===== config.mk =====
export PLATFORM = sky130hd
export DESIGN_NAME = isaseq_master
export DESIGN_NICKNAME = d
export VERILOG_FILES = /design/src/logic/isaseq_pkg.sv /design/src/logic/isaseq_master.sv
export SDC_FILE = /design/constraint.sdc
export NUM_CORES = 1
export LEC_CHECK = 0
export BUFFER_PORTS_ARGS = -buffer_cell sky130_fd_sc_hd__buf_2
export CAP_MARGIN = 20
export CORE_MARGIN = 3
export CORE_UTILIZATION = 52
export CTS_CLUSTER_SIZE = 40
export DETAILED_ROUTE_END_ITERATION = 10
export PLACE_DENSITY_LB_ADDON = 0.12
export RECOVER_POWER = 25
export SYNTH_ARGS = -nofsm -noshare
export SYNTH_HDL_FRONTEND = slang
export SYNTH_SLANG_ARGS = --single-unit

===== constraint.sdc =====
create_clock -name clk -period 3.6 [get_ports clk]
set_input_delay 0.36 -clock clk [delete_from_list [all_inputs] [get_ports clk]]
set_output_delay 0.36 -clock clk [all_outputs]
set_load 0.005 [all_outputs]

===== src/logic/isaseq_pkg.sv =====
package isaseq_pkg;

  // spacing figures in bus clock periods
  localparam logic [4:0] ISASEQ_ALE_TO_CMD      = 5'h02;
  localparam logic [4:0] ISASEQ_ALE_TO_CMD_NEG  = 5'h0B;
  localparam logic [4:0] ISASEQ_ALE_NEG_TO_LA   = 5'h0E;
  localparam logic [4:0] ISASEQ_CMD_TO_LA       = 5'h0D;
  localparam logic [4:0] ISASEQ_CMD_WIDTH       = 5'h09;
  localparam logic [4:0] ISASEQ_CMD_TO_SA_MEM   = 5'h0A;
  localparam logic [4:0] ISASEQ_CMD_TO_SA_IO    = 5'h13;
  localparam logic [4:0] ISASEQ_CMD_TO_ALE      = 5'h0A;
  localparam logic [4:0] ISASEQ_CMD_TO_CMD      = 5'h0C;
  localparam logic [4:0] ISASEQ_NEG_TO_CMD      = 5'h03;
  localparam logic [4:0] ISASEQ_NEG_TO_ALE      = 5'h01;
  localparam logic [4:0] ISASEQ_RDY_FROM_LA_16  = 5'h08;
  localparam logic [4:0] ISASEQ_RDY_FROM_LA_8   = 5'h0E;
  localparam logic [4:0] ISASEQ_RDY_FROM_ALE_16 = 5'h06;
  localparam logic [4:0] ISASEQ_RDY_FROM_ALE_8  = 5'h0C;
  localparam logic [4:0] ISASEQ_DATA_FROM_ALE_16 = 5'h04;
  localparam logic [4:0] ISASEQ_DATA_FROM_ALE_8  = 5'h0A;
  localparam logic [4:0] ISASEQ_DATA_FROM_LA_16 = 5'h08;
  localparam logic [4:0] ISASEQ_DATA_FROM_LA_8  = 5'h0E;
  localparam logic [4:0] ISASEQ_ALE_WIDTH       = 5'h01;
  localparam logic [4:0] ISASEQ_ZERO            = 5'h00;
  localparam logic [4:0] ISASEQ_ONE             = 5'h01;

  // command class of an access
  typedef enum logic [1:0] {
    ISASEQ_MEM,
    ISASEQ_SMEM,
    ISASEQ_IO
  } isaseq_class_e;

  typedef enum logic [2:0] {
    ISASEQ_IDLE,
    ISASEQ_ALE,
    ISASEQ_SETUP,
    ISASEQ_CMD,
    ISASEQ_WAIT,
    ISASEQ_HOLD
  } isaseq_state_e;

endpackage : isaseq_pkg


===== src/logic/isaseq_master.sv =====
// Operation
// - latch strobe leads a memory command by at least 2 bus clocks
// - latch strobe leads a system-memory command by at least 2 bus clocks
// - latch strobe leads an I/O command by at least 2 bus clocks
// - at least 11 bus clocks from latch strobe to memory command negation
// - latched upper address held 14 bus clocks after latch strobe negation
// - latched upper address held 13 bus clocks after memory command
// - memory command asserted at least 9 bus clocks
// - system-memory command asserted at least 9 bus clocks
// - I/O command asserted at least 9 bus clocks
// - system address held 10 (memory) or 19 (I/O) clocks after command
// - at least 10 bus clocks from command to next latch strobe
// - same-class commands start at least 12 bus clocks apart
// - at least 3 bus clocks from command negation to next command
// - at least 1 bus clock from command negation to next latch strobe
// - ready not sampled before 8/14 clocks after latched address valid
// - ready not sampled before 6/12 clocks after latch strobe
// - ready not sampled before 6/12 clocks after system address valid
// - read data captured no earlier than 8/14 clocks after latched address
// - read data captured no earlier than 4/10 clocks after latch strobe
`timescale 1ns/1ns
module isaseq_master (
  // clock and reset
  input  wire logic                   clk,
  input  wire logic                   rst_b,
  // isa bus clock, sampled
  input  wire logic                   bus_clk,
  // internal request side
  input  wire logic                   req_valid,
  input  wire logic                   req_write,
  input  wire logic                   req_is16,
  input  wire isaseq_pkg::isaseq_class_e req_class,
  input  wire logic [23:0]            req_addr,
  input  wire logic [15:0]            req_wdata,
  output logic                        req_ready,
  output logic                        rsp_valid,
  output logic [15:0]                 rsp_rdata,
  // isa bus side
  output logic                        ale,
  output logic [23:17]                la,
  output logic                        la_oe_b,
  output logic [19:0]                 sa,
  output logic                        sa_oe_b,
  output logic                        memr_b,
  output logic                        memw_b,
  output logic                        smemr_b,
  output logic                        smemw_b,
  output logic                        ior_b,
  output logic                        iow_b,
  output logic [15:0]                 sd_out,
  output logic                        sd_oe_b,
  input  wire logic [15:0]            sd_in,
  input  wire logic                   iochrdy
);
  import isaseq_pkg::*;

  // two-flop synchronisers on everything from the bus pins
  logic        bclk_s1;
  logic        bclk_s2;
  logic        bclk_s3;
  logic        rdy_s1;
  logic        rdy_s2;
  logic [15:0] sd_s1;
  logic [15:0] sd_s2;
  logic        tick;

  always_ff @(posedge clk or negedge rst_b) begin
    if (!rst_b) begin
      bclk_s1 <= 1'b0;
      bclk_s2 <= 1'b0;
      bclk_s3 <= 1'b0;
      rdy_s1  <= 1'b1;
      rdy_s2  <= 1'b1;
      sd_s1   <= 16'h0000;
      sd_s2   <= 16'h0000;
    end else begin
      bclk_s1 <= bus_clk;
      bclk_s2 <= bclk_s1;
      bclk_s3 <= bclk_s2;
      rdy_s1  <= iochrdy;
      rdy_s2  <= rdy_s1;
      sd_s1   <= sd_in;
      sd_s2   <= sd_s1;
    end
  end

  // one bus clock period elapses at each rising edge
  assign tick = bclk_s2 & ~bclk_s3;

  isaseq_state_e state;
  isaseq_class_e cls;
  logic          wr;
  logic          w16;
  logic [4:0]    phase_cnt;  // clocks in the current phase
  logic [4:0]    ale_cnt;    // clocks since latch strobe asserted
  logic [4:0]    cmd_cnt;    // clocks since command asserted
  logic [4:0]    neg_cnt;    // clocks since command negated
  logic [4:0]    prev_cmd;   // clocks since last command start
  logic [4:0]    la_hold;    // clocks of upper address hold left
  logic [4:0]    sa_hold;    // clocks of system address hold left
  logic          first;
  logic          cmd_on;
  logic [4:0]    rdy_min;
  logic [4:0]    data_min;
  logic [4:0]    sa_min;
  logic          cmd_ok;
  logic          ale_ok;
  logic          done_ok;

  // earliest ready sample and data capture, counted from the strobe;
  // the latched address is already valid at the strobe, so its figures
  // (8/14) are used directly, and they also cover the smaller strobe-based ones
  always_comb begin
    if (w16) begin
      rdy_min  = ISASEQ_RDY_FROM_LA_16;
      data_min = ISASEQ_DATA_FROM_LA_16;
    end else begin
      rdy_min  = ISASEQ_RDY_FROM_LA_8;
      data_min = ISASEQ_DATA_FROM_LA_8;
    end
    if (cls == ISASEQ_IO) begin
      sa_min = ISASEQ_CMD_TO_SA_IO;
    end else begin
      sa_min = ISASEQ_CMD_TO_SA_MEM;
    end
  end

  // ale_cnt too: strobe and system address start
  // together, and the LA-based figures are the larger ones
  assign cmd_ok  = (phase_cnt >= ISASEQ_ALE_TO_CMD)
                 & (first | (neg_cnt >= ISASEQ_NEG_TO_CMD))
                 & (first | (prev_cmd >= ISASEQ_CMD_TO_CMD));
  assign ale_ok  = (neg_cnt >= ISASEQ_NEG_TO_ALE)
                 & (first | (prev_cmd >= ISASEQ_CMD_TO_ALE));
  assign done_ok = (cmd_cnt >= ISASEQ_CMD_WIDTH)
                 & (ale_cnt >= ISASEQ_ALE_TO_CMD_NEG)
                 & (ale_cnt >= rdy_min)
                 & (ale_cnt >= data_min)
                 & rdy_s2;

  // sequencer
  always_ff @(posedge clk or negedge rst_b) begin
    if (!rst_b) begin
      state     <= ISASEQ_IDLE;
      cls       <= ISASEQ_MEM;
      wr        <= 1'b0;
      w16       <= 1'b0;
      phase_cnt <= ISASEQ_ZERO;
      cmd_on    <= 1'b0;
      first     <= 1'b1;
      ale       <= 1'b0;
      la        <= 7'h00;
      sa        <= 20'h0_0000;
      sd_out    <= 16'h0000;
      req_ready <= 1'b0;
      rsp_valid <= 1'b0;
      rsp_rdata <= 16'h0000;
    end else begin
      req_ready <= 1'b0;
      rsp_valid <= 1'b0;
      case (state)
        ISASEQ_IDLE: begin
          if (req_valid && tick && ale_ok) begin
            cls       <= req_class;
            wr        <= req_write;
            w16       <= req_is16;
            la        <= req_addr[23:17];
            sa        <= req_addr[19:0];
            sd_out    <= req_wdata;
            req_ready <= 1'b1;
            ale       <= 1'b1;
            phase_cnt <= ISASEQ_ZERO;
            state     <= ISASEQ_ALE;
          end
        end
        ISASEQ_ALE: begin
          if (tick) begin
            ale       <= 1'b0;
            phase_cnt <= ISASEQ_ALE_WIDTH;
            state     <= ISASEQ_SETUP;
          end
        end
        ISASEQ_SETUP: begin
          if (tick) begin
            phase_cnt <= phase_cnt + ISASEQ_ONE;
            if (cmd_ok) begin
              cmd_on <= 1'b1;
              first  <= 1'b0;
              state  <= ISASEQ_CMD;
            end
          end
        end
        ISASEQ_CMD: begin
          if (tick && done_ok) begin
            if (!wr) begin
              rsp_rdata <= sd_s2;
            end
            rsp_valid <= 1'b1;
            cmd_on    <= 1'b0;
            state     <= ISASEQ_HOLD;
          end
        end
        default: begin
          // hold addresses until both hold windows have run out
          if (la_hold == ISASEQ_ZERO && sa_hold == ISASEQ_ZERO) begin
            state <= ISASEQ_IDLE;
          end
        end
      endcase
    end
  end

  // phase counters, reloaded at strobe and command edges
  always_ff @(posedge clk or negedge rst_b) begin
    if (!rst_b) begin
      ale_cnt  <= ISASEQ_ZERO;
      cmd_cnt  <= ISASEQ_ZERO;
      neg_cnt  <= ISASEQ_CMD_TO_CMD;
      prev_cmd <= ISASEQ_CMD_TO_CMD;
    end else if (tick) begin
      if (state == ISASEQ_IDLE && req_valid && ale_ok) begin
        ale_cnt <= ISASEQ_ZERO;
      end else if (ale_cnt != 5'h1F) begin
        ale_cnt <= ale_cnt + ISASEQ_ONE;
      end
      if (state == ISASEQ_SETUP && cmd_ok) begin
        cmd_cnt  <= ISASEQ_ZERO;
        prev_cmd <= ISASEQ_ZERO;
      end else begin
        if (cmd_cnt != 5'h1F) begin
          cmd_cnt <= cmd_cnt + ISASEQ_ONE;
        end
        if (prev_cmd != 5'h1F) begin
          prev_cmd <= prev_cmd + ISASEQ_ONE;
        end
      end
      if (state == ISASEQ_CMD && done_ok) begin
        neg_cnt <= ISASEQ_ZERO;
      end else if (!cmd_on && neg_cnt != 5'h1F) begin
        neg_cnt <= neg_cnt + ISASEQ_ONE;
      end
    end
  end

  // address hold windows
  always_ff @(posedge clk or negedge rst_b) begin
    if (!rst_b) begin
      la_hold <= ISASEQ_ZERO;
      sa_hold <= ISASEQ_ZERO;
    end else if (tick) begin
      if (state == ISASEQ_ALE) begin
        la_hold <= ISASEQ_ALE_NEG_TO_LA;
      end else if (state == ISASEQ_SETUP && cmd_ok) begin
        if (la_hold < ISASEQ_CMD_TO_LA) begin
          la_hold <= ISASEQ_CMD_TO_LA;
        end else begin
          la_hold <= la_hold - ISASEQ_ONE;
        end
        sa_hold <= sa_min;
      end else begin
        if (la_hold != ISASEQ_ZERO) begin
          la_hold <= la_hold - ISASEQ_ONE;
        end
        if (sa_hold != ISASEQ_ZERO) begin
          sa_hold <= sa_hold - ISASEQ_ONE;
        end
      end
    end
  end

  // pin drivers, all registered
  always_ff @(posedge clk or negedge rst_b) begin
    if (!rst_b) begin
      memr_b  <= 1'b1;
      memw_b  <= 1'b1;
      smemr_b <= 1'b1;
      smemw_b <= 1'b1;
      ior_b   <= 1'b1;
      iow_b   <= 1'b1;
      la_oe_b <= 1'b1;
      sa_oe_b <= 1'b1;
      sd_oe_b <= 1'b1;
    end else begin
      memr_b  <= ~(cmd_on & (cls == ISASEQ_MEM)  & ~wr);
      memw_b  <= ~(cmd_on & (cls == ISASEQ_MEM)  &  wr);
      smemr_b <= ~(cmd_on & (cls == ISASEQ_SMEM) & ~wr);
      smemw_b <= ~(cmd_on & (cls == ISASEQ_SMEM) &  wr);
      ior_b   <= ~(cmd_on & (cls == ISASEQ_IO)   & ~wr);
      iow_b   <= ~(cmd_on & (cls == ISASEQ_IO)   &  wr);
      la_oe_b <= (state == ISASEQ_IDLE);
      sa_oe_b <= (state == ISASEQ_IDLE);
      // write data driven for the whole access, released in idle
      sd_oe_b <= ~(wr & (state != ISASEQ_IDLE));
    end
  end

endmodule : isaseq_master


==> results of run 1 <==
-- placed cells by master (no fill, tap or decap), types with 3 or more instances in the layout --
| master | netlist | routed |
|---|---|---|
| sky130_fd_sc_hd__clkinvlp_4 | 0 | 3 |
| sky130_fd_sc_hd__buf_4 | 4 | 4 |
| sky130_fd_sc_hd__clkbuf_16 | 0 | 17 |
| sky130_fd_sc_hd__o22ai_1 | 3 | 3 |
| sky130_fd_sc_hd__nor2_1 | 17 | 17 |
| sky130_fd_sc_hd__clkbuf_1 | 5 | 3 |
| sky130_fd_sc_hd__bufinv_16 | 0 | 4 |
| sky130_fd_sc_hd__o21a_1 | 3 | 3 |
| sky130_fd_sc_hd__a221o_1 | 3 | 3 |
| sky130_fd_sc_hd__buf_2 | 4 | 134 |
| sky130_fd_sc_hd__nor4_1 | 3 | 3 |
| sky130_fd_sc_hd__inv_6 | 0 | 3 |
| sky130_fd_sc_hd__nand3_1 | 8 | 8 |
| sky130_fd_sc_hd__a22o_1 | 9 | 9 |
| sky130_fd_sc_hd__nor3_1 | 9 | 9 |
| sky130_fd_sc_hd__dfrtp_1 | 133 | 133 |
| sky130_fd_sc_hd__mux2_2 | 60 | 60 |
| sky130_fd_sc_hd__or3_1 | 4 | 4 |
| sky130_fd_sc_hd__mux2_1 | 3 | 3 |
| sky130_fd_sc_hd__a21o_1 | 10 | 10 |
| sky130_fd_sc_hd__ha_1 | 19 | 19 |
| sky130_fd_sc_hd__dfstp_2 | 15 | 15 |
| sky130_fd_sc_hd__nand2_1 | 22 | 22 |
| sky130_fd_sc_hd__o21ai_0 | 15 | 15 |
| sky130_fd_sc_hd__a21oi_1 | 16 | 16 |
| sky130_fd_sc_hd__and3_1 | 8 | 8 |
| sky130_fd_sc_hd__nand4_1 | 4 | 4 |
| sky130_fd_sc_hd__nor2b_1 | 10 | 10 |
| sky130_fd_sc_hd__inv_1 | 21 | 21 |
-- state kept, by name, summed over array words and instances (netlist names), 7 cells and up --
register	cells
sd_s2	16
rsp_rdata	16
sa	17
sd_s1	16
la	7
sd_out	16
-- kinds of logic after synthesis --
group,after synthesis,share of synthesized area
xor gates and xnor gates,2,0.00284
buffers and inverters,40,0.0337
DFF,148,0.604
AOI/OAI and AO/OA,84,0.100
adders and majority gates,19,0.0385
muxes,63,0.115
and+or+nand+nor,111,0.106
-- worst max path at each step --
stage	startpoint	to	slack, ns
6_report	ale_cnt[2]	rsp_rdata[12]	1.02
5_1_grt	ale_cnt[1]	rsp_rdata[14]	0.83
4_1_cts	ale_cnt[2]	rsp_rdata[10]	0.99
3_5_place_dp	ale_cnt[2]	rsp_rdata[7]	0.98
3_3_place_gp	ale_cnt[2]	rsp_rdata[11]	1.10
2_1_floorplan	ale_cnt[2]	rsp_rdata[10]	1.44
-- area by class of cell --
cell class | instances | area share
Clock buffer | 20 | 0.0577
Clock inverter | 12 | 0.0237
Inverter | 22 | 0.0109
Multi-Input combinational cell | 279 | 0.296
Sequential cell | 148 | 0.492
Tap cell | 143 | 0.0237
Timing Repair Buffer | 140 | 0.0960
-- metrics by stage --
| stage | area, um2 | setup slack (ns) | hold slack, ns | power, mW |
|---|---|---|---|---|
| floorplan | 6170 | 1.44 | 0.0644 | 3.59 |
| global placement | 6950 | 1.10 | 0.331 | 4.11 |
| detailed placement | 6950 | 0.984 | 0.335 | 4.19 |
| CTS | 7570 | 0.990 | 0.0154 | 6.06 |
| global route | 7560 | 0.832 | 0.0174 | 6.38 |
| finish | 7560 | 1.02 | 0.0356 | 5.99 |
-- metal layers --
| metal | up-vias | part of all wire |
|---|---|---|
| li1 | 1953 | - |
| met1 | 2013 | 0.43 |
| met2 | 113 | 0.50 |
| met3 | 15 | 0.059 |
| met4 | 0 | 0.017 |
| met5 | - | 0 |
-- power by group --
part	total (mW)	internal, mW	switching, mW
clock	1.83	1.16	0.672
sequential	2.56	2.16	0.401
combinational	1.59	0.817	0.778
==> metrics.txt, run 1 <==
multi-input combinational cell area 2240 um2; worst hold endpoint rdy_s1; worst rel slew slack -0.552; area of the die 13200 um2; minimum clock period after layout 2.58 ns; average routed wire per standard cell 16.0 um; starting density of the core 0.536; H-tree lvl count 4; final instance count without filler cells 764; peak ir drop on the vdd network about 570 uV; chain of cells forming the critical path ha_1, and3b_1, o311a_1, o211ai_2, nor3_2, buf_4, mux2_2; WP buf/inv 1; fraction of the yosys area taken by sequential cells 0.604; Critical Path Max Stage Delay 0.52 ns; number of buffers inserted to repair setup after CTS 0; number of DRC violations after detailed routing 0; accumulated negative setup slack 0 ns; area overhead of the layout relative to synthesis 22.6%; residual overflow from global routing 0; number of logic stages on the critical path including buffering 7; period utilisation layout 0.717; synth warn 0; count of cell types in the netlist 69; Most used DFF post-synth sky130_fd_sc_hd__dfrtp_1; routing usage on met1 0.253; startpoint of the most critical hold path iochrdy; area taken by flip-flops and latches 3720 um2; biggest area contributors in the synthesized netlist sky130_fd_sc_hd__dfrtp_1 54%, sky130_fd_sc_hd__mux2_2 11%, sky130_fd_sc_hd__dfstp_2 6.4%; r2r endpoint rsp_rdata[12]; global-route wire length before repair 20000 um; number of clock sinks 148; later-pin clock latency in the skew report 0.43 ns; maximum number of pins on one net before global-route repair 96; clock root buffer sky130_fd_sc_hd__clkbuf_16; number of antenna violations at the first check in global routing 0; proportion of layout cells with a drive suffix above 1 0.424; start of the worst register-to-register path ale_cnt[2]; utilization after layout 0.657; status finished with violations; Final Skew 0.0140 ns; dominant delay contributor by cell family on the critical path simple AND/OR/NAND/NOR gates; largest area contributor in the netlist sky130_fd_sc_hd__dfrtp_1; number of violations reported at the end of detailed-routing iteration 0 around 250; Total Wirelength 12200 um; PortBufs 135; number of nets produced by synthesis roughly 550; unrepaired setup endpoints after global routing no; register-to-register path setup slack 1.02 ns; routing usage on met2 0.303; number of buffers inserted by hold repair at cts 0; half-perimeter wire length of the detailed placement result about 8500 um; count of pins over their slew limit 95; Post-Syn Area slightly above 6000 um2; global routing usage summed across all routing layers 0.195; cts bufs inserted 17; average size of a mapped cell ~13 um2; setup-violating endpoint count in the final report 0; number of hold violations in the final report 0; vias in the first global route 4177; FF+latch count, synth about 150; Worst setup SP type flop; area share of the largest cell type after synthesis 0.540; number of diodes 0; critical-path cell with the highest stage delay sky130_fd_sc_hd__nor3_2; count of flip-flops with a built-in enable after synthesis 0; placed cell count 732; most common cell in the synthesized netlist sky130_fd_sc_hd__dfrtp_1; vertical die dimension 115 um; number of stages on the worst hold path 1; commonest cells in the synthesized netlist 133 x sky130_fd_sc_hd__dfrtp_1, 60 x sky130_fd_sc_hd__mux2_2, 22 x sky130_fd_sc_hd__nand2_1; remaining number of nets flagged by the antenna check after routing 0; data arrival time at the worst-slack endpoint around 2.9 ns; CTS tree built; number of vias per cell after detailed routing 5.36; area of the core 11500 um2; row cnt 39; r2r worst-path depth 7; die width ~110 um; number of filler instances in the final layout between 800 and 900; number of nets in the layout around 690; Lkg Pwr between 3 and 4 nW; maximum clock path buffer count 2; Final Wtd Congestion slightly above 0.8; via count 4094; failing checks capacitance limit, slew limit; drt pass-1 iters 4; category of the critical setup timing path flop to flop; most used routing layer in global routing met2; I/O pin count 136; Worst-Margin Slew 2.33 ns; number of gates resized after cts 0; type of the tightest min-delay check input port to flop; kind of end point of the critical path flop; routing usage on met3 0.0621; asr flop ratio synth 1.00; number of standard cells after synthesis 467; Fmax 0.387 GHz; largest fanout of any net on the critical path 10; Crit path required time 3.91 ns; Clk pin slew, worst setup/hold paths about 0.060 ns; pwr/cell area 792 nW/um2; number of max-cap violations 1
(Power assumes the default switching activity.)
==> run 2, diff against run 1 <==
clock period = 2.45 ns   (was 3.6 ns; I/O delays follow)
==> metrics.txt, run 2 (same netlist as run 1, synthesis figures left out) <==
number of DRC violations after detailed routing 0; count of pins over their slew limit 0; later-pin clock latency in the skew report ~0.42 ns; vias in the first global route roughly 4400; type of the tightest min-delay check input port to flop; pwr/cell area 1110 nW/um2; PortBufs 135; setup-violating endpoint count in the final report 0; area of the die 13200 um2; peak ir drop on the vdd network 730 uV; worst rel slew slack 0.0908; number of antenna violations at the first check in global routing 0; Clk pin slew, worst setup/hold paths roughly 0.06 ns; unrepaired setup endpoints after global routing no; Crit path required time 2.75 ns; number of nets in the layout 723; Worst Hold Margin 0.0542 ns; accumulated negative setup slack 0 ns; period utilisation layout 0.927; Lkg Pwr 3.98 nW; I/O pin count 136; drt pass-1 iters 4; number of violations reported at the end of detailed-routing iteration 0 190; largest fanout of any net on the critical path 10; Final Wtd Congestion ~0.83; max FFs per register 17; r2r endpoint rsp_rdata[12]; cts bufs inserted 17; number of gates resized after cts 0; status finished, final reports clean; category of the critical setup timing path flop to flop; row cnt 39; maximum clock path buffer count 2; most used cells in the layout excluding fill and tap cells 134 x sky130_fd_sc_hd__buf_2, 133 x sky130_fd_sc_hd__dfrtp_1, 60 x sky130_fd_sc_hd__mux2_2; minimum clock period after layout between 2 and 2.5 ns; area of the core 11500 um2; average routed wire per standard cell around 16 um; number of buffers inserted to repair setup after CTS 0; r2r worst-path depth 7; commonest non-fill, non-tap cell in the layout sky130_fd_sc_hd__buf_2; clock root buffer sky130_fd_sc_hd__clkbuf_16; register with the highest flop count sa; global routing usage summed across all routing layers 0.204; die width 115 um; utilization after layout 0.678; H-tree lvl count 4; number of max-cap violations 0; CTS tree built; Post-Place Cell Area between 7000 and 8000 um2; maximum number of pins on one net before global-route repair 56; proportion of layout cells with a drive suffix above 1 0.420; worst hold endpoint sd_out[3]; Design Area, Final 7800 um2; Final Skew 0.0124 ns; half-perimeter wire length of the detailed placement result 8860 um; total power of the final layout 8.66 mW; number of diodes 0; data arrival time at the worst-slack endpoint 2.57 ns; Fmax about 0.44 GHz; number of stages on the worst hold path 2; Worst-Margin Slew between 1 and 1.5 ns; number of filler instances in the final layout about 860; register-to-register path setup slack 0.18 ns; Worst setup SP type flop; number of hold violations in the final report 0; area overhead of the layout relative to synthesis 26.5%; startpoint of the most critical hold path req_wdata[3]; kind of end point of the critical path flop; vertical die dimension 115 um; remaining number of nets flagged by the antenna check after routing 0; Total Wirelength 12700 um; number of vias per cell after detailed routing 5.30; global-route wire length before repair 21000 um; start of the worst register-to-register path ale_cnt[2]; residual overflow from global routing 0; via count 4215; number of clock sinks 148; starting density of the core 0.536
run 2: area by class of cell:
cell class / count / area, um2 / area share
Sequential cell: 148 / 3720 / 0.477
Multi-Input combinational cell: 279 / 2240 / 0.287
Timing Repair Buffer: 171 / 1020 / 0.131
Clock buffer: 22 / 454 / 0.0582
Tap cell: 143 / 179 / 0.0229
Clock inverter: 10 / 109 / 0.0140
Inverter: 22 / 82.6 / 0.0106
run 2: worst max-delay path: stages, from the launching register on:
cell and delay (ns):
sky130_fd_sc_hd__dfrtp_1 0.44, sky130_fd_sc_hd__ha_1 0.32, sky130_fd_sc_hd__and3b_1 0.17, sky130_fd_sc_hd__o311a_1 0.36
sky130_fd_sc_hd__o211ai_2 0.28, sky130_fd_sc_hd__nor3_2 0.10, sky130_fd_sc_hd__buf_4 0.20, sky130_fd_sc_hd__mux2_2 0.29
run 2: how the worst max path moves through the flow:
| stage | from | to | cells past startpoint |
|---|---|---|---|
| finish | ale_cnt[2] | rsp_rdata[12] | 7 |
| global route | ale_cnt[1] | rsp_rdata[12] | 8 |
| CTS | ale_cnt[2] | rsp_rdata[12] | 7 |
| detailed placement | ale_cnt[2] | rsp_rdata[12] | 7 |
| global placement | ale_cnt[1] | rsp_rdata[12] | 8 |
| floorplan | ale_cnt[2] | rsp_rdata[10] | 7 |
run 2: metrics by stage:
| stage | setup WS (ns) | std cells |
|---|---|---|
| final | 0.180 | 795 |
| after global routing | 0.0557 | 795 |
| after CTS | 0.180 | 795 |
| after detailed placement | 0.203 | 744 |
| after global placement | 0.286 | 744 |
| after floorplan | 0.289 | 467 |
run 2: routing by layer:
metal | vias up | wire length [um] | GRT usage
li1 | 2021 | - | -
met2 | 128 | 6400 | 0.327
met4 | 0 | 187 | 0.0798
met1 | 2050 | 5330 | 0.257
met5 | - | 0 | 0
met3 | 16 | 761 | 0.0705
run 2: timing repair:
item                                    4_1_cts  5_1_grt
endpoints found under the setup margin        0        0
hold buffers                                 19        0
hold endpoints to repair                     61        0
run 2: report_power, final:
| group | switching (mW) | internal [mW] | total [mW] |
|---|---|---|---|
| Sequential | 0.544 | 3.17 | 3.72 |
| Combinational | 1.21 | 1.27 | 2.48 |
| Clock | 0.950 | 1.52 | 2.47 |
| Total | 2.70 | 5.96 | 8.66 |
